<file path="src/tctod_pkg.sv">
// constants and types for the time-of-day and time code counter
package tctod_pkg;
  // ==========================================
  // field limits
  localparam logic [5:0] FPS30_LAST = 6'h1d;
  localparam logic [5:0] SEC_LAST = 6'h3b;
  localparam logic [5:0] SEC_LEAP = 6'h3c;
  localparam logic [5:0] SEC_NEG_LAST = 6'h3a;
  localparam logic [5:0] FRAME_ZERO = 6'h00;
  localparam logic [10:0] MIN_PER_HOUR = 11'h03c;
  localparam logic [10:0] MOD_LAST = 11'h59f;
  localparam logic [10:0] MOD_TEN = 11'h00a;
  localparam logic signed [13:0] DAY_S = 14'sh05a0;
  localparam logic signed [13:0] HALF_DAY_S = 14'sh02d0;
  localparam logic signed [13:0] ONE_S = 14'sh0001;
  // ==========================================
  // frame skips
  localparam logic [5:0] DROP_30 = 6'h02;
  localparam logic [5:0] DROP_60 = 6'h04;
  localparam logic [5:0] JAM_SKIP_2 = 6'h02;
  localparam logic [5:0] JAM_SKIP_4 = 6'h04;
  // ==========================================
  // calendar
  localparam logic [3:0] MON_FIRST = 4'h1;
  localparam logic [3:0] MON_LAST = 4'hc;
  localparam logic [3:0] MON_FEB = 4'h2;
  localparam logic [4:0] MDAY_FIRST = 5'h01;
  localparam logic [4:0] DIM_FEB = 5'h1c;
  localparam logic [4:0] DIM_FEB_LEAP = 5'h1d;
  localparam logic [4:0] DIM_SHORT = 5'h1e;
  localparam logic [4:0] DIM_LONG = 5'h1f;
  localparam logic [4:0] WEEK_DAYS = 5'h07;
  localparam logic [2:0] WDAY_LAST = 3'h6;
  localparam logic [2:0] ORD_LAST = 3'h5;
  // ==========================================
  // modes
  typedef enum logic [1:0] {
    SM_OFF = 2'b00,
    SM_ONCE = 2'b01,
    SM_RECUR = 2'b10
  } summer_mode_t;
  typedef enum logic {
    LM_UTC = 1'b0,
    LM_DEFER = 1'b1
  } leap_mode_t;
endpackage

</file>
<file path="src/timecode_time_of_day_adjust.sv">
// local time-of-day and drop-frame time code counter with scheduled adjustments
`timescale 1ns/1ns
module timecode_time_of_day_adjust (
  input wire logic ref_clk,
  input wire logic rst_n,
  input wire logic frame_tick,
  input wire logic [5:0] fps_last,
  input wire logic drop_en,
  input wire logic ref_load,
  input wire logic [4:0] ref_hours,
  input wire logic [5:0] ref_minutes,
  input wire logic [5:0] ref_seconds,
  input wire logic [5:0] ref_frames,
  input wire logic [3:0] ref_month,
  input wire logic [4:0] ref_mday,
  input wire logic [2:0] ref_wday,
  input wire logic leap_year,
  input wire logic signed [11:0] tz_offset_min,
  input wire logic summer_neg,
  input wire logic [4:0] summer_hours,
  input wire logic [5:0] summer_minutes,
  input wire logic summer_mode_wr,
  input wire tctod_pkg::summer_mode_t summer_mode_set,
  input wire logic [3:0] once_month,
  input wire logic [4:0] once_mday,
  input wire logic [4:0] once_hours,
  input wire logic [5:0] once_minutes,
  input wire logic [2:0] start_wday,
  input wire logic [2:0] start_ord,
  input wire logic [3:0] start_month,
  input wire logic [4:0] start_hours,
  input wire logic [5:0] start_minutes,
  input wire logic [2:0] end_wday,
  input wire logic [2:0] end_ord,
  input wire logic [3:0] end_month,
  input wire logic [4:0] end_hours,
  input wire logic [5:0] end_minutes,
  input wire logic jam_en,
  input wire logic jam_four,
  input wire logic [4:0] jam_hours,
  input wire logic [5:0] jam_minutes,
  input wire logic leap_pending,
  input wire logic leap_negative,
  input wire tctod_pkg::leap_mode_t leap_mode,
  input wire logic [4:0] leap_hours,
  input wire logic [5:0] leap_minutes,
  output logic [4:0] tc_hours,
  output logic [5:0] tc_minutes,
  output logic [5:0] tc_seconds,
  output logic [5:0] tc_frames,
  output logic tc_drop,
  output logic [3:0] date_month,
  output logic [4:0] date_mday,
  output logic [2:0] date_wday,
  output tctod_pkg::summer_mode_t summer_mode,
  output logic summer_on,
  output logic leap_armed,
  output logic jam_done
);
  import tctod_pkg::*;

  // ==========================================
  // helpers
  function automatic logic [10:0] mod_of(input logic [4:0] h, input logic [5:0] m);
    return 11'(11'(h) * MIN_PER_HOUR) + 11'(m);
  endfunction

  function automatic logic [10:0] wrap_day(input logic signed [13:0] v);
    logic signed [13:0] t;
    t = v;
    if (t < 0) t = t + DAY_S;
    if (t < 0) t = t + DAY_S;
    if (t >= DAY_S) t = t - DAY_S;
    if (t >= DAY_S) t = t - DAY_S;
    return t[10:0];
  endfunction

  function automatic logic signed [13:0] sx(input logic [10:0] v);
    return $signed({3'h0, v});
  endfunction

  function automatic logic [4:0] dim(input logic [3:0] m, input logic ly);
    case (m)
      MON_FEB: dim = ly ? DIM_FEB_LEAP : DIM_FEB;
      4'h4, 4'h6, 4'h9, 4'hb: dim = DIM_SHORT;
      default: dim = DIM_LONG;
    endcase
  endfunction

  // ==========================================
  // state
  logic [4:0] hours_q;
  logic [5:0] minutes_q, seconds_q, frames_q;
  logic [3:0] month_q;
  logic [4:0] mday_q;
  logic [2:0] wday_q;
  summer_mode_t smode_q;
  logic son_q, drop_q, jam_fired_q, jam_done_q;
  logic armed_q, neg_q, due_q, pend_q;

  // ==========================================
  // calendar rule match
  function automatic logic rule_day(input logic [2:0] wd, input logic [2:0] ord,
                                    input logic [3:0] mon);
    logic ord_ok;
    ord_ok = (ord == ORD_LAST) ? (6'(mday_q) + 6'(WEEK_DAYS) > 6'(dim(month_q, leap_year)))
                               : (5'(mday_q - MDAY_FIRST) / WEEK_DAYS == 5'(ord - 3'h1));
    return month_q == mon && wday_q == wd && ord_ok;
  endfunction

  // ==========================================
  // counting
  wire logic tick_ok = frame_tick & !ref_load;
  wire logic [10:0] cur_mod = mod_of(hours_q, minutes_q);
  wire logic [10:0] nxt_mod = (cur_mod == MOD_LAST) ? 11'h000 : 11'(cur_mod + 11'h001);
  wire logic [10:0] sum_mag = mod_of(summer_hours, summer_minutes);
  wire logic signed [13:0] son_min = son_q ? sx(sum_mag) : 14'sh0000;
  // local minute at which UTC midnight falls
  wire logic [10:0] utc_mid = wrap_day(14'(tz_offset_min) + son_min);
  wire logic [10:0] utc_pre = wrap_day(sx(utc_mid) - ONE_S);
  wire logic [10:0] lsch_pre = wrap_day(sx(mod_of(leap_hours, leap_minutes)) - ONE_S);
  wire logic leap_now = armed_q & ((leap_mode == LM_UTC) ? cur_mod == utc_pre
                                                         : due_q & cur_mod == lsch_pre);
  wire logic [5:0] sec_end = !leap_now ? SEC_LAST : neg_q ? SEC_NEG_LAST : SEC_LEAP;
  wire logic fr_wrap = frames_q == fps_last;
  wire logic sec_wrap = seconds_q == sec_end;
  wire logic min_roll = tick_ok & fr_wrap & sec_wrap;
  wire logic day_roll = min_roll & cur_mod == MOD_LAST;

  // ==========================================
  // frame skips at minute change
  wire logic ten_min = (nxt_mod % MOD_TEN) == 11'h000;
  wire logic [5:0] drop_n = (fps_last > FPS30_LAST) ? DROP_60 : DROP_30;
  wire logic [10:0] jam_mod = mod_of(jam_hours, jam_minutes);
  wire logic jam_hit = jam_en & !jam_fired_q & nxt_mod == jam_mod;
  wire logic [5:0] jam_skip = jam_four ? JAM_SKIP_4 : JAM_SKIP_2;
  wire logic [5:0] base_fr = (drop_en & !ten_min) ? drop_n : FRAME_ZERO;
  wire logic [5:0] first_fr = 6'(base_fr + (jam_hit ? jam_skip : FRAME_ZERO));
  wire logic jam_clr = min_roll & nxt_mod == wrap_day(sx(jam_mod) + HALF_DAY_S);

  // ==========================================
  // summer time schedule
  wire logic once_hit = smode_q == SM_ONCE && month_q == once_month && mday_q == once_mday
                        && nxt_mod == mod_of(once_hours, once_minutes);
  wire logic start_hit = smode_q == SM_RECUR && !son_q
                         && rule_day(start_wday, start_ord, start_month)
                         && nxt_mod == mod_of(start_hours, start_minutes);
  wire logic end_hit = smode_q == SM_RECUR && son_q
                       && rule_day(end_wday, end_ord, end_month)
                       && nxt_mod == mod_of(end_hours, end_minutes);
  wire logic signed [13:0] once_off = summer_neg ? -sx(sum_mag) : sx(sum_mag);
  wire logic signed [13:0] shift = once_hit ? once_off : start_hit ? sx(sum_mag)
                                   : end_hit ? -sx(sum_mag) : 14'sh0000;
  wire logic [10:0] roll_mod = wrap_day(sx(nxt_mod) + shift);
  wire logic [10:0] load_mod = wrap_day(sx(mod_of(ref_hours, ref_minutes)) + 14'(tz_offset_min)
                                        + son_min);
  wire logic [10:0] new_mod = ref_load ? load_mod : roll_mod;
  wire logic [4:0] dmax = dim(month_q, leap_year);

  // ==========================================
  // time of day
  always_ff @(posedge ref_clk or negedge rst_n) begin
    if (!rst_n) begin
      hours_q <= '0;
      minutes_q <= '0;
      seconds_q <= '0;
      frames_q <= '0;
    end else if (ref_load || min_roll) begin
      hours_q <= 5'(new_mod / MIN_PER_HOUR);
      minutes_q <= 6'(new_mod % MIN_PER_HOUR);
      seconds_q <= ref_load ? ref_seconds : '0;
      frames_q <= ref_load ? ref_frames : first_fr;
    end else if (tick_ok) begin
      seconds_q <= fr_wrap ? 6'(seconds_q + 6'h01) : seconds_q;
      frames_q <= fr_wrap ? FRAME_ZERO : 6'(frames_q + 6'h01);
    end
  end

  // ==========================================
  // date
  always_ff @(posedge ref_clk or negedge rst_n) begin
    if (!rst_n) begin
      month_q <= MON_FIRST;
      mday_q <= MDAY_FIRST;
      wday_q <= '0;
    end else if (ref_load) begin
      month_q <= ref_month;
      mday_q <= ref_mday;
      wday_q <= ref_wday;
    end else if (day_roll) begin
      mday_q <= (mday_q == dmax) ? MDAY_FIRST : 5'(mday_q + 5'h01);
      month_q <= (mday_q != dmax) ? month_q : (month_q == MON_LAST) ? MON_FIRST
                 : 4'(month_q + 4'h1);
      wday_q <= (wday_q == WDAY_LAST) ? 3'h0 : 3'(wday_q + 3'h1);
    end
  end

  // ==========================================
  // schedules
  always_ff @(posedge ref_clk or negedge rst_n) begin
    if (!rst_n) begin
      smode_q <= SM_OFF;
      son_q <= 1'b0;
      drop_q <= 1'b0;
      jam_fired_q <= 1'b0;
      jam_done_q <= 1'b0;
    end else begin
      drop_q <= drop_en;
      jam_done_q <= min_roll & jam_hit;
      jam_fired_q <= (min_roll & jam_hit) | (jam_fired_q & !jam_clr);
      if (summer_mode_wr) begin
        smode_q <= summer_mode_set;
      end else if (min_roll && once_hit) begin
        smode_q <= SM_OFF;
      end
      if (summer_mode_wr && summer_mode_set == SM_OFF) begin
        son_q <= 1'b0;
      end else if (min_roll && (once_hit || start_hit || end_hit)) begin
        son_q <= once_hit ? !summer_neg : start_hit;
      end
    end
  end

  // ==========================================
  // leap second tracking
  always_ff @(posedge ref_clk or negedge rst_n) begin
    if (!rst_n) begin
      pend_q <= 1'b0;
      armed_q <= 1'b0;
      neg_q <= 1'b0;
      due_q <= 1'b0;
    end else begin
      pend_q <= leap_pending;
      if (leap_pending && !pend_q) begin
        armed_q <= 1'b1;
        neg_q <= leap_negative;
        due_q <= 1'b0;
      end else if (min_roll && leap_now) begin
        armed_q <= 1'b0;
        due_q <= 1'b0;
      end else if (min_roll && armed_q && nxt_mod == utc_mid) begin
        due_q <= 1'b1;
      end
    end
  end

  assign tc_hours = hours_q;
  assign tc_minutes = minutes_q;
  assign tc_seconds = seconds_q;
  assign tc_frames = frames_q;
  assign tc_drop = drop_q;
  assign date_month = month_q;
  assign date_mday = mday_q;
  assign date_wday = wday_q;
  assign summer_mode = smode_q;
  assign summer_on = son_q;
  assign leap_armed = armed_q;
  assign jam_done = jam_done_q;
endmodule // timecode_time_of_day_adjust
</file>
<file path="config.mk">
export PLATFORM = sky130hd
export DESIGN_NAME = timecode_time_of_day_adjust
export DESIGN_NICKNAME = d
export VERILOG_FILES = /design/src/tctod_pkg.sv /design/src/timecode_time_of_day_adjust.sv
export SDC_FILE = /design/constraint.sdc
export NUM_CORES = 1
export LEC_CHECK = 0
export BUFFER_PORTS_ARGS = -buffer_cell sky130_fd_sc_hd__buf_2
export CORE_AREA = 2 2 196 275
export DETAILED_ROUTE_END_ITERATION = 12
export DIE_AREA = 0 0 198 277
export SLEW_MARGIN = 5
export SYNTH_ARGS = -nofsm -noshare
export SYNTH_HDL_FRONTEND = slang
export SYNTH_SLANG_ARGS = --single-unit
</file>
<file path="constraint.sdc">
create_clock -name ref_clk -period 16.1 [get_ports ref_clk]
set_input_delay 3.22 -clock ref_clk [delete_from_list [all_inputs] [get_ports ref_clk]]
set_output_delay 3.22 -clock ref_clk [all_outputs]
set_load 0.03 [all_outputs]
</file>
# After elaboration in Yosys (flattened, before gate mapping)
# Cells that the tools add are included.
[word_totals] out_inout_bits=41 input_bits=163 elab_cells=263 reg_bits=45
[classes] n_mul=8 mux=70 bitwise=13 magnitude_cmp=26 add_sub_neg=51 n_eq_ne=33 div_mod_pow=4 reduce_logical=42
[op_table] op="$mux W14" n=21
[op_table] op="$ge A14 B12 Y1 const B" n=12
[op_table] op="$add A14 B12 Y14 const B" n=8
[op_table] op="$lt A14 B1 Y1 const B" n=8
[op_table] op="$mux W11" n=9
[op_table] op="$add A11 B6 Y11" n=8
[op_table] op="$eq A11 B11 Y1" n=8
[op_table] op="$sub A14 B12 Y14 const B" n=6
[op_table] op="$mul A5 B4 Y9 const B" n=8
[op_table] op="$sub A11 B11 Y11 const B" n=6
[op_table] op="$mux W6" n=8
[op_table] op="$lt A12 B1 Y1 const B" n=3
[op_table] op="$mux W3" n=9
[op_table] op="$add A12 B12 Y13" n=2
[op_table] op="$add A12 B12 Y13 const B" n=2
[op_table] op="$sub A11 B1 Y12 const B" n=2
[op_table] op="$eq A5 B5 Y1" n=4
[op_table] op="$logic_and A1 B1 Y1" n=20
[op_table] op="$mux W4" n=4
[op_table] op="$mux W5" n=3
[op_table] op="$add A12 B14 Y14" n=1
[op_table] op="$add A13 B12 Y14" n=1
[op_table] op="$add A13 B12 Y14 const B" n=1
[op_table] op="$neg A11 Y14" n=1
[op_table] op="44 further kinds" n=92

# Logic depth before layout (Yosys ltp)
# Gate-level depths: netlist (run 1).
[logic_depth] word_depth=32 mapped_depth=62 depth_no_buf=56

# Least setup slack after synthesis (run 1)
# OpenSTA, ideal clock, no wires.
[synth_timing] path_kind="in2reg" startpoint="input port once_hours[0]" endpoint="register minutes_q[2] (netlist: tc_minutes[2])" path_stages=55 path_buffers=4 t_required_ns=16.030 setup_time_ns=0.070 setup_slack_ns=0.645 t_arrival_ns=15.386 cell_sequence="fa_1 inv_1 fa_1 fa_1 inv_1 ha_1 o21ai_0 a2111oi_0 xnor2_1 nor2b_1 a21boi_0 or3_1 or4_4 or3b_1 o32a_1 clkbuf_1 nor2b_1 xnor2_1 [... 19 more ...] a211oi_2 and2_1 o211ai_2 a21boi_0 a311oi_2 a2111oi_1 or3_1 buf_4 or4_1 clkbuf_1 nand2_1 a2bb2oi_2 ha_1 o21ai_0 a21o_1 a21o_1 a211o_1 nand3_1"
[synth_via] elab_chain_cells=16 word_cells_on_any_way=20 classes_between="add/sub (6); mul (1); div (1); order compare (4); eq/ne (1); mux (6); reduce/logical (1)"
[synth_lines] item="start, declared" line="timecode_time_of_day_adjust.sv:26" source="input wire logic [4:0] once_hours,"
[synth_lines] item="$mul A5 B4 Y9 *" line="timecode_time_of_day_adjust.sv:65" source="return 11'(11'(h) * MIN_PER_HOUR) + 11'(m);"
[synth_lines] item="$add A11 B6 Y11 *" line="timecode_time_of_day_adjust.sv:65"
[synth_lines] item="$eq A11 B11 Y1 *" line="timecode_time_of_day_adjust.sv:144" source="&& nxt_mod == mod_of(once_hours, once_minutes);"
[synth_lines] item="$logic_and A1 B1 Y1 *" line="timecode_time_of_day_adjust.sv:144"
[synth_lines] item="$mux W14 *" line="timecode_time_of_day_adjust.sv:152" source="wire logic signed [13:0] shift = once_hit ? once_off : start_hit ? sx(sum_mag)"
[synth_lines] item="$add A12 B14 Y14 *" line="timecode_time_of_day_adjust.sv:154" source="wire logic [10:0] roll_mod = wrap_day(sx(nxt_mod) + shift);"
[synth_lines] item="$add A14 B12 Y14 / $lt A14 B1 Y1 (equally long branches)" line="timecode_time_of_day_adjust.sv:71" source="if (t < 0) t = t + DAY_S;"
[synth_lines] item="$mux W14 *" line="timecode_time_of_day_adjust.sv:71"
[synth_lines] item="$add A14 B12 Y14 / $lt A14 B1 Y1 (equally long branches)" line="timecode_time_of_day_adjust.sv:72" source="if (t < 0) t = t + DAY_S;"
[synth_lines] item="$mux W14 *" line="timecode_time_of_day_adjust.sv:72"
[synth_lines] item="$sub A14 B12 Y14 / $ge A14 B12 Y1 (equally long branches)" line="timecode_time_of_day_adjust.sv:73" source="if (t >= DAY_S) t = t - DAY_S;"
[synth_lines] item="$mux W14 *" line="timecode_time_of_day_adjust.sv:73"
[synth_lines] item="$ge A14 B12 Y1 / $sub A11 B11 Y11 (equally long branches)" line="timecode_time_of_day_adjust.sv:74" source="if (t >= DAY_S) t = t - DAY_S;"
[synth_lines] item="$mux W11 *" line="timecode_time_of_day_adjust.sv:74"
[synth_lines] item="$mux W11 *" line="timecode_time_of_day_adjust.sv:157" source="wire logic [10:0] new_mod = ref_load ? load_mod : roll_mod;"
[synth_lines] item="$mod A11 B6 Y11 *" line="timecode_time_of_day_adjust.sv:170" source="minutes_q <= 6'(new_mod % MIN_PER_HOUR);"
[synth_lines] item="end signal, assigned" line="timecode_time_of_day_adjust.sv:170"
[synth_lines] item="end, declared" line="timecode_time_of_day_adjust.sv:93" source="logic [5:0] minutes_q, seconds_q, frames_q;"
# Every way passes the cells marked *; elsewhere a longest branch is shown, timed or not.
# A chain may end at the register's enable or synchronous reset.

# Final worst setup path (run 1)
[layout_timing] startpoint="input port once_hours[0]" endpoint="register minutes_q[5] (netlist: tc_minutes[5])"
# Same word-level chain as after synthesis.

==> run metrics, run 1 <==
CTS Sinks=45; outcome=finished, violations left; global route hottest layer=met2; dpl cells=3,638; Tmin final=15,480 ps; met1 GRT Util=26.2%; initial core utilization=38.4%; worst skew pair latency=310 ps; met2 Use GR=46.0%; antenna violations before repair=0; Hold WC Path Type=reg -> reg; CP dominant cell by count=buf_4; WL/cell=18.6 um; RSZ-0062 raised after global routing=yes; Setup Skew=19.0 ps; setup TNS=0 ps; met3 Usage GRT=2.00%; Syn Inst Count=2,709; Top FF cell, synth=dfrtp_1; most area-hungry cell type in the Yosys netlist=ha_1; failing checks=DRC; H-tree depth=2; max_slew headroom=24.9%; die width=198 um; most common cell after layout, fill and taps aside=nor2_1; Max Fanout on Critical Path=8; Root Buffer Master=clkbuf_16; ANT cells=0; final setup fails=0; fraction of layout cells with a size suffix above 1=16.1%; pin count of the biggest net entering global routing=60; Fmax achieved=64.6 MHz; CTS max path bufs=2; fraction of registers with async set/reset=100%; Max stage delay on crit path=590 ps; initial DRC count=930; CTS Hold Bufs=0; remaining global-route overflow=0; post-synth net total=3,167; Synth top area share=13.4%; post-route ant nets=0; Worst EP arrival=15,700 ps; CTS buffer count=5; Total Routing Usage GR=24.2%; register area share after synthesis=5.58%; Least-Margin Pin Slew=1120 ps; synth top area cells=ha_1 (13%), xnor2_1 (9.9%), fa_1 (7.8%); Slew Viols, Final=0; number of port buffers=203; nets=3,402; max cap viols=0; vias per cell=5.76; post-detailed-routing wire length=68,000 um; area grow syn2layout=14.5%; number of synthesized flops with an enable pin=0; commonest cells after routing, fill and taps aside=nor2_1 (227), xnor2_1 (221), inv_1 (217); number of iterations in the first detailed-routing pass=9; Die Y-Extent=277 um; post-synth cell types=114; Die ar.=54,800 um^2; # DRC=1; CTS tree=yes; fin crit share=96.2%; vias in the first global route=21.1k; Detail Placement HPWL=57,400 um; Worst path slowest cell=or4_4; Placer Congestion=1.02; global-route wire length before repair=108,000 um; via count=21.1k; Hold Slack=509 ps; warnings from Yosys=0; row cnt=100; Startpoint Class=primary input; # IOs=204; clk slew on worst S/H paths=80 ps; Core Area=52,700 um^2; Critical Path RT=16,320 ps; post-synthesis register bit count=45; Mapped Avg Cell Area=7.46 um^2; crit path capture type=register; Final Hold Viols=0; Final Non-Filler Cells=3,659; CP Class=in -> reg; Post-Syn Area=20,200 um^2
[registers in the layout, indices dropped and copies added (netlist names)]
name / count
date_mday: 5
date_month: 4
date_wday: 3
due_q: 1
jam_done: 1
jam_fired_q: 1
leap_armed: 1
neg_q: 1
pend_q: 1
summer_mode: 2
summer_on: 1
tc_drop: 1
tc_frames: 6
tc_hours: 5
tc_minutes: 6
tc_seconds: 6
[cells by family after synthesis]
kind of cell	synth area share, %
AOI/OAI and AO/OA	27.2
xor gates and xnor gates	14.5
adders and majority gates	21.2
buffers and inverters	5.49
DFF	5.58
muxes	2.74
and+or+nand+nor	23.2
[per-layer routing]
| metal | wire (um) | up-vias |
|---|---|---|
| met5 | 0 | - |
| met3 | 2470 | 170 |
| met4 | 4310 | 0 |
| met2 | 34800 | 530 |
| li1 | - | 10300 |
| met1 | 26400 | 10100 |
[through the flow]
step                setup WS, ps  cell area, um^2  util [%]
floorplan                    645            20200         -
global placement            82.7            22500      42.7
detailed placement          -129            22500      42.7
CTS                          108            22700      43.0
global route               -66.3            23200      44.0
finish                       615            23200      44.0
[critical path, delay by kind of cell]
family	cells	cell delay [ps]
compound gates	18	4140
xor+xnor	2	200
fa+ha+maj	7	2840
buf+inv	8	1070
mux	3	800
simple gates	17	3440
[Yosys cell counts (10+ instances only)]
cell         n
and3_1      22
ha_1       216
a21o_1      48
o211ai_1    30
nand2_1    176
o21bai_1    20
o311ai_0    11
nand2b_1    33
nand3_1     85
and2_1      32
o21a_1      32
a211oi_1    49
a41oi_1     10
o31ai_1     17
nor3_1      79
a211o_1     18
mux2i_1     35
o22ai_1     15
nor2b_1     39
a21boi_0    10
fa_1        79
a31oi_1     35
a2111oi_0   11
dfrtp_1     43
o31a_1      15
o211a_1     10
clkbuf_1    53
or4_1       14
nand4_1     40
xnor2_1    229
or3_1       24
or2_2       19
xor2_1      94
a21oi_1    160
o21ai_1     22
o21ai_0    136
nor3b_1     24
mux2_2      18
nor4_1      28
inv_1      217
nor2_1     231
[area by class of cell]
class,count,area [um^2]
clock buffer,5,125
clock inverter,3,65.1
fill,5337,29500
inverter,222,833
multi-input combinational,2373,18400
sequential,45,1130
tap,714,893
timing repair buffer,297,1740
[timing repair]
item | in CTS | in global routing
endpoints found under the setup margin | 0 | 37
setup buffers | 0 | 13
resized for setup | 0 | 77
[path summary, 6_finish.rpt]
check / to / start / cells after the start / slack [ps]
worst max-delay path: tc_minutes[5] / once_hours[0] / 55 / 620
worst min-delay path: jam_fired_q / jam_fired_q / 1 / 510
worst max register to register: tc_minutes[5] / tc_hours[2] / 55 / 1990
worst min register to register: jam_fired_q / jam_fired_q / 1 / 510
max in group asynchronous: tc_minutes[0] / rst_n / 2 / 12620
min in group asynchronous: due_q / rst_n / 2 / 2990
Power of run 1 is not shown: default switching activity piles up to over one toggle a cycle in this logic, so the estimate is an artifact.
==> inputs of run 2 (changes only) <==
clock period = 19 ns   (was 16.1 ns; I/O delays follow)
==> run metrics, run 2 (synthesized netlist as in run 1, its figures left out) <==
Critical Path RT=19,230 ps; vias in the first global route=20.9k; CTS Sinks=45; Setup Skew=7.03 ps; crit path capture type=register; via count=20.9k; max_slew headroom=28.6%; commonest cells after routing, fill and taps aside=nor2_1 (230), xnor2_1 (228), inv_1 (217); CP Class=in -> reg; Hold WC Path Type=reg -> reg; Worst EP arrival=18,000 ps; area grow syn2layout=9.82%; M1 wire length=26,900 um; Multi-input gate area=18,000 um^2; RSZ-0062 raised after global routing=no; DR WL met2=35,300 um; post-detailed-routing wire length=68,600 um; vias per cell=5.82; Core Area=52,700 um^2; CTS buffer count=5; Worst path slowest cell=nor3_1; Tmin final=17,770 ps; post-route cell area=22,200 um^2; antenna violations before repair=1; nets=3,331; DR WL met3=2340 um; Die ar.=54,800 um^2; Final Hold Viols=0; Max Fanout on Critical Path=13; Startpoint Class=primary input; Resize count post-CTS=0; outcome=finished clean; remaining global-route overflow=0; Cells on Worst Hold Path=1; Detail Placement HPWL=58,000 um; Root Buffer Master=clkbuf_16; WL/cell=19.1 um; post-route ant nets=0; Place WS=1090 ps; Slew Viols, Final=0; Total Routing Usage GR=24.5%; Placement Cell Area=22,000 um^2; pin count of the biggest net entering global routing=46; CP dominant cell by count=ha_1; most common cell after layout, fill and taps aside=nor2_1; CTS Hold Bufs=0; Die Y-Extent=277 um; reg2reg path depth=49; global-route wire length before repair=109,000 um; final worst slack=1230 ps; number of port buffers=203; worst skew pair latency=300 ps; internal reg-to-reg setup slack=3810 ps; CTS max path bufs=2; Max stage delay on crit path=700 ps; Fmax achieved=56.3 MHz; # IOs=204; max cap viols=0; row cnt=100; highest routed metal layer=met4; initial DRC count=1,146; Sequential Area=1130 um^2; CTS tree=yes; H-tree depth=2; setup TNS=0 ps; initial core utilization=38.4%; final setup fails=0; # DRC=0; Least-Margin Pin Slew=1060 ps; clk slew on worst S/H paths=70 ps; fin crit share=93.5%; post-CTS setup buffers=0; number of iterations in the first detailed-routing pass=5; fraction of layout cells with a size suffix above 1=11.9%; die width=198 um; filler instances=5,408; Placer Congestion=0.965
-- run 2: final timing paths --
| check | from | end |
|---|---|---|
| max | once_hours[0] | tc_minutes[2] |
| min | jam_fired_q | jam_fired_q |
| max reg2reg | tc_hours[0] | tc_minutes[2] |
| min reg2reg | jam_fired_q | jam_fired_q |
| max in group asynchronous | rst_n | tc_minutes[1] |
| min in group asynchronous | rst_n | summer_mode[0] |
-- run 2: per-stage QoR --
stage / util (%) / hold WS [ps] / instances
6_report: 42.2 / 506 / 3589
5_1_grt: 42.1 / 525 / 3588
4_1_cts: 42.1 / 512 / 3588
3_5_place_dp: 41.8 / 489 / 3580
3_3_place_gp: 41.8 / 481 / 3580
2_1_floorplan: - / 450 / 2709
-- run 2: critical path: cells and delay by family --
| kind | cells | cell delay, ps |
|---|---|---|
| AOI/OAI and AO/OA | 22 | 6370 |
| adders and majority gates | 7 | 2710 |
| xor gates and xnor gates | 2 | 410 |
| buffers and inverters | 3 | 230 |
| and+or+nand+nor | 15 | 4430 |
-- run 2: cell type report --
class / instances / area share (%)
Clock inverter: 2 / 0.175
Antenna cell: 1 / 0.0113
Inverter: 222 / 3.75
Clock buffer: 6 / 0.580
Timing Repair Buffer: 226 / 5.35
Sequential cell: 45 / 5.08
Tap cell: 714 / 4.02
Multi-Input combinational cell: 2373 / 81.0
-- run 2: layer usage --
| metal | global-route usage [%] | up-vias |
|---|---|---|
| li1 | - | 10200 |
| met1 | 26.7 | 9976 |
| met2 | 46.1 | 552 |
| met3 | 1.99 | 154 |
| met4 | 13.2 | 0 |
| met5 | 0 | - |
Power of run 2 is left out for the same reason.
==> inputs of run 3 (changes only) <==
CORE_AREA = 2 2 207 290   (was 2 2 196 275)
DIE_AREA = 0 0 209 292   (was 0 0 198 277)
==> run metrics, run 3 (synthesized netlist as in run 1, its figures left out) <==
outcome=finished clean; commonest cells after routing, fill and taps aside=nor2_1 (231), xnor2_1 (228), inv_1 (217); Setup Skew=16.6 ps; kind of cell adding the most delay to the critical path=simple AND/OR/NAND/NOR gates; Startpoint Class=primary input; CP Class=in -> reg; H-tree depth=2; worst setup path startpoint=once_hours[0]; Die Y-Extent=292 um; clk slew on worst S/H paths=80 ps; Die ar.=61,000 um^2; hold_sp=jam_fired_q; pin count of the biggest net entering global routing=61; RSZ-0062 raised after global routing=no; via count=20.6k; met2 Use GR=41.9%; CTS Hold Bufs=0; crit path capture type=register; Placer Congestion=1.04; Total Routing Usage GR=21.6%; Hold WC Path Type=reg -> reg; Buf/Inv on CP=5; # IOs=204; Critical Path RT=19,240 ps; Worst EP arrival=17,890 ps; Worst path slowest cell=or4_1; WL/cell=18.5 um; Tmin final=17,660 ps; final setup fails=0; remaining global-route overflow=0; Max stage delay on crit path=700 ps; met1 GRT Util=23.4%; CTS max path bufs=2; Final Hold Viols=0; row cnt=105; number of iterations in the first detailed-routing pass=6; max_slew headroom=34.8%; area grow syn2layout=10.0%; Least-Margin Pin Slew=974 ps; # DRC=0; vias in the first global route=20.2k; die width=209 um; post-CTS setup buffers=0; post-detailed-routing wire length=67,200 um; vias per cell=5.68; CTS buffer count=5; Max Fanout on Critical Path=13; r2r startpoint=tc_hours[2]; max cap viols=0; Detail Placement HPWL=57,100 um; number of port buffers=203; fraction of layout cells with a size suffix above 1=12.0%; fin crit share=92.9%; global-route wire length before repair=107,000 um; CTS Sinks=45; Core Area=58,500 um^2; worst skew pair latency=310 ps; global route hottest layer=met2; nets=3,333; antenna violations before repair=4; Root Buffer Master=clkbuf_16; Fmax achieved=56.6 MHz; Resize count post-CTS=0; post-route ant nets=0; Slew Viols, Final=0; met3 Usage GRT=1.57%; CTS tree=yes; setup TNS=0 ps; most common cell after layout, fill and taps aside=nor2_1; initial core utilization=34.6%; initial DRC count=989
==> run 3: worst paths after layout <==
| kind | cells after the start | slack (ps) | endpoint |
|---|---|---|---|
| worst max-delay path | 51 | 1340 | tc_minutes[2] |
| worst min-delay path | 1 | 500 | jam_fired_q |
| worst max register to register | 52 | 3680 | tc_minutes[2] |
| worst min register to register | 1 | 500 | jam_fired_q |
| max in group asynchronous | 2 | 14970 | tc_frames[0] |
| min in group asynchronous | 2 | 3600 | summer_on |
==> run 3: final cells by class <==
type                    count  area (um^2)
diodes                      1         2.50
clock buffers               5          125
clock inverters             3         28.8
fillers                  6286        36200
inverters                 222          833
multi-input cells        2373        18000
flip-flops and latches     45         1130
well taps                 749          937
repair buffers            228         1200
==> run 3: metrics by stage <==
step	hold WS, ps	setup WS [ps]	instance area (um^2)	instances	util [%]
final	504	1340	22200	3626	38.1
after global routing	540	102	22200	3625	38.1
after CTS	502	1450	22200	3625	38.1
after detailed placement	474	1210	22100	3617	37.8
after global placement	481	1340	22100	3617	37.8
after floorplan	450	2960	20200	2709	-
==> run 3: layer usage <==
| metal | routed length (um) | part of all wire, % |
|---|---|---|
| met5 | 13 | 0.019 |
| met2 | 35000 | 52 |
| met3 | 2350 | 3.5 |
| met4 | 3780 | 5.6 |
| met1 | 26100 | 39 |
Power of run 3 is left out for the same reason.
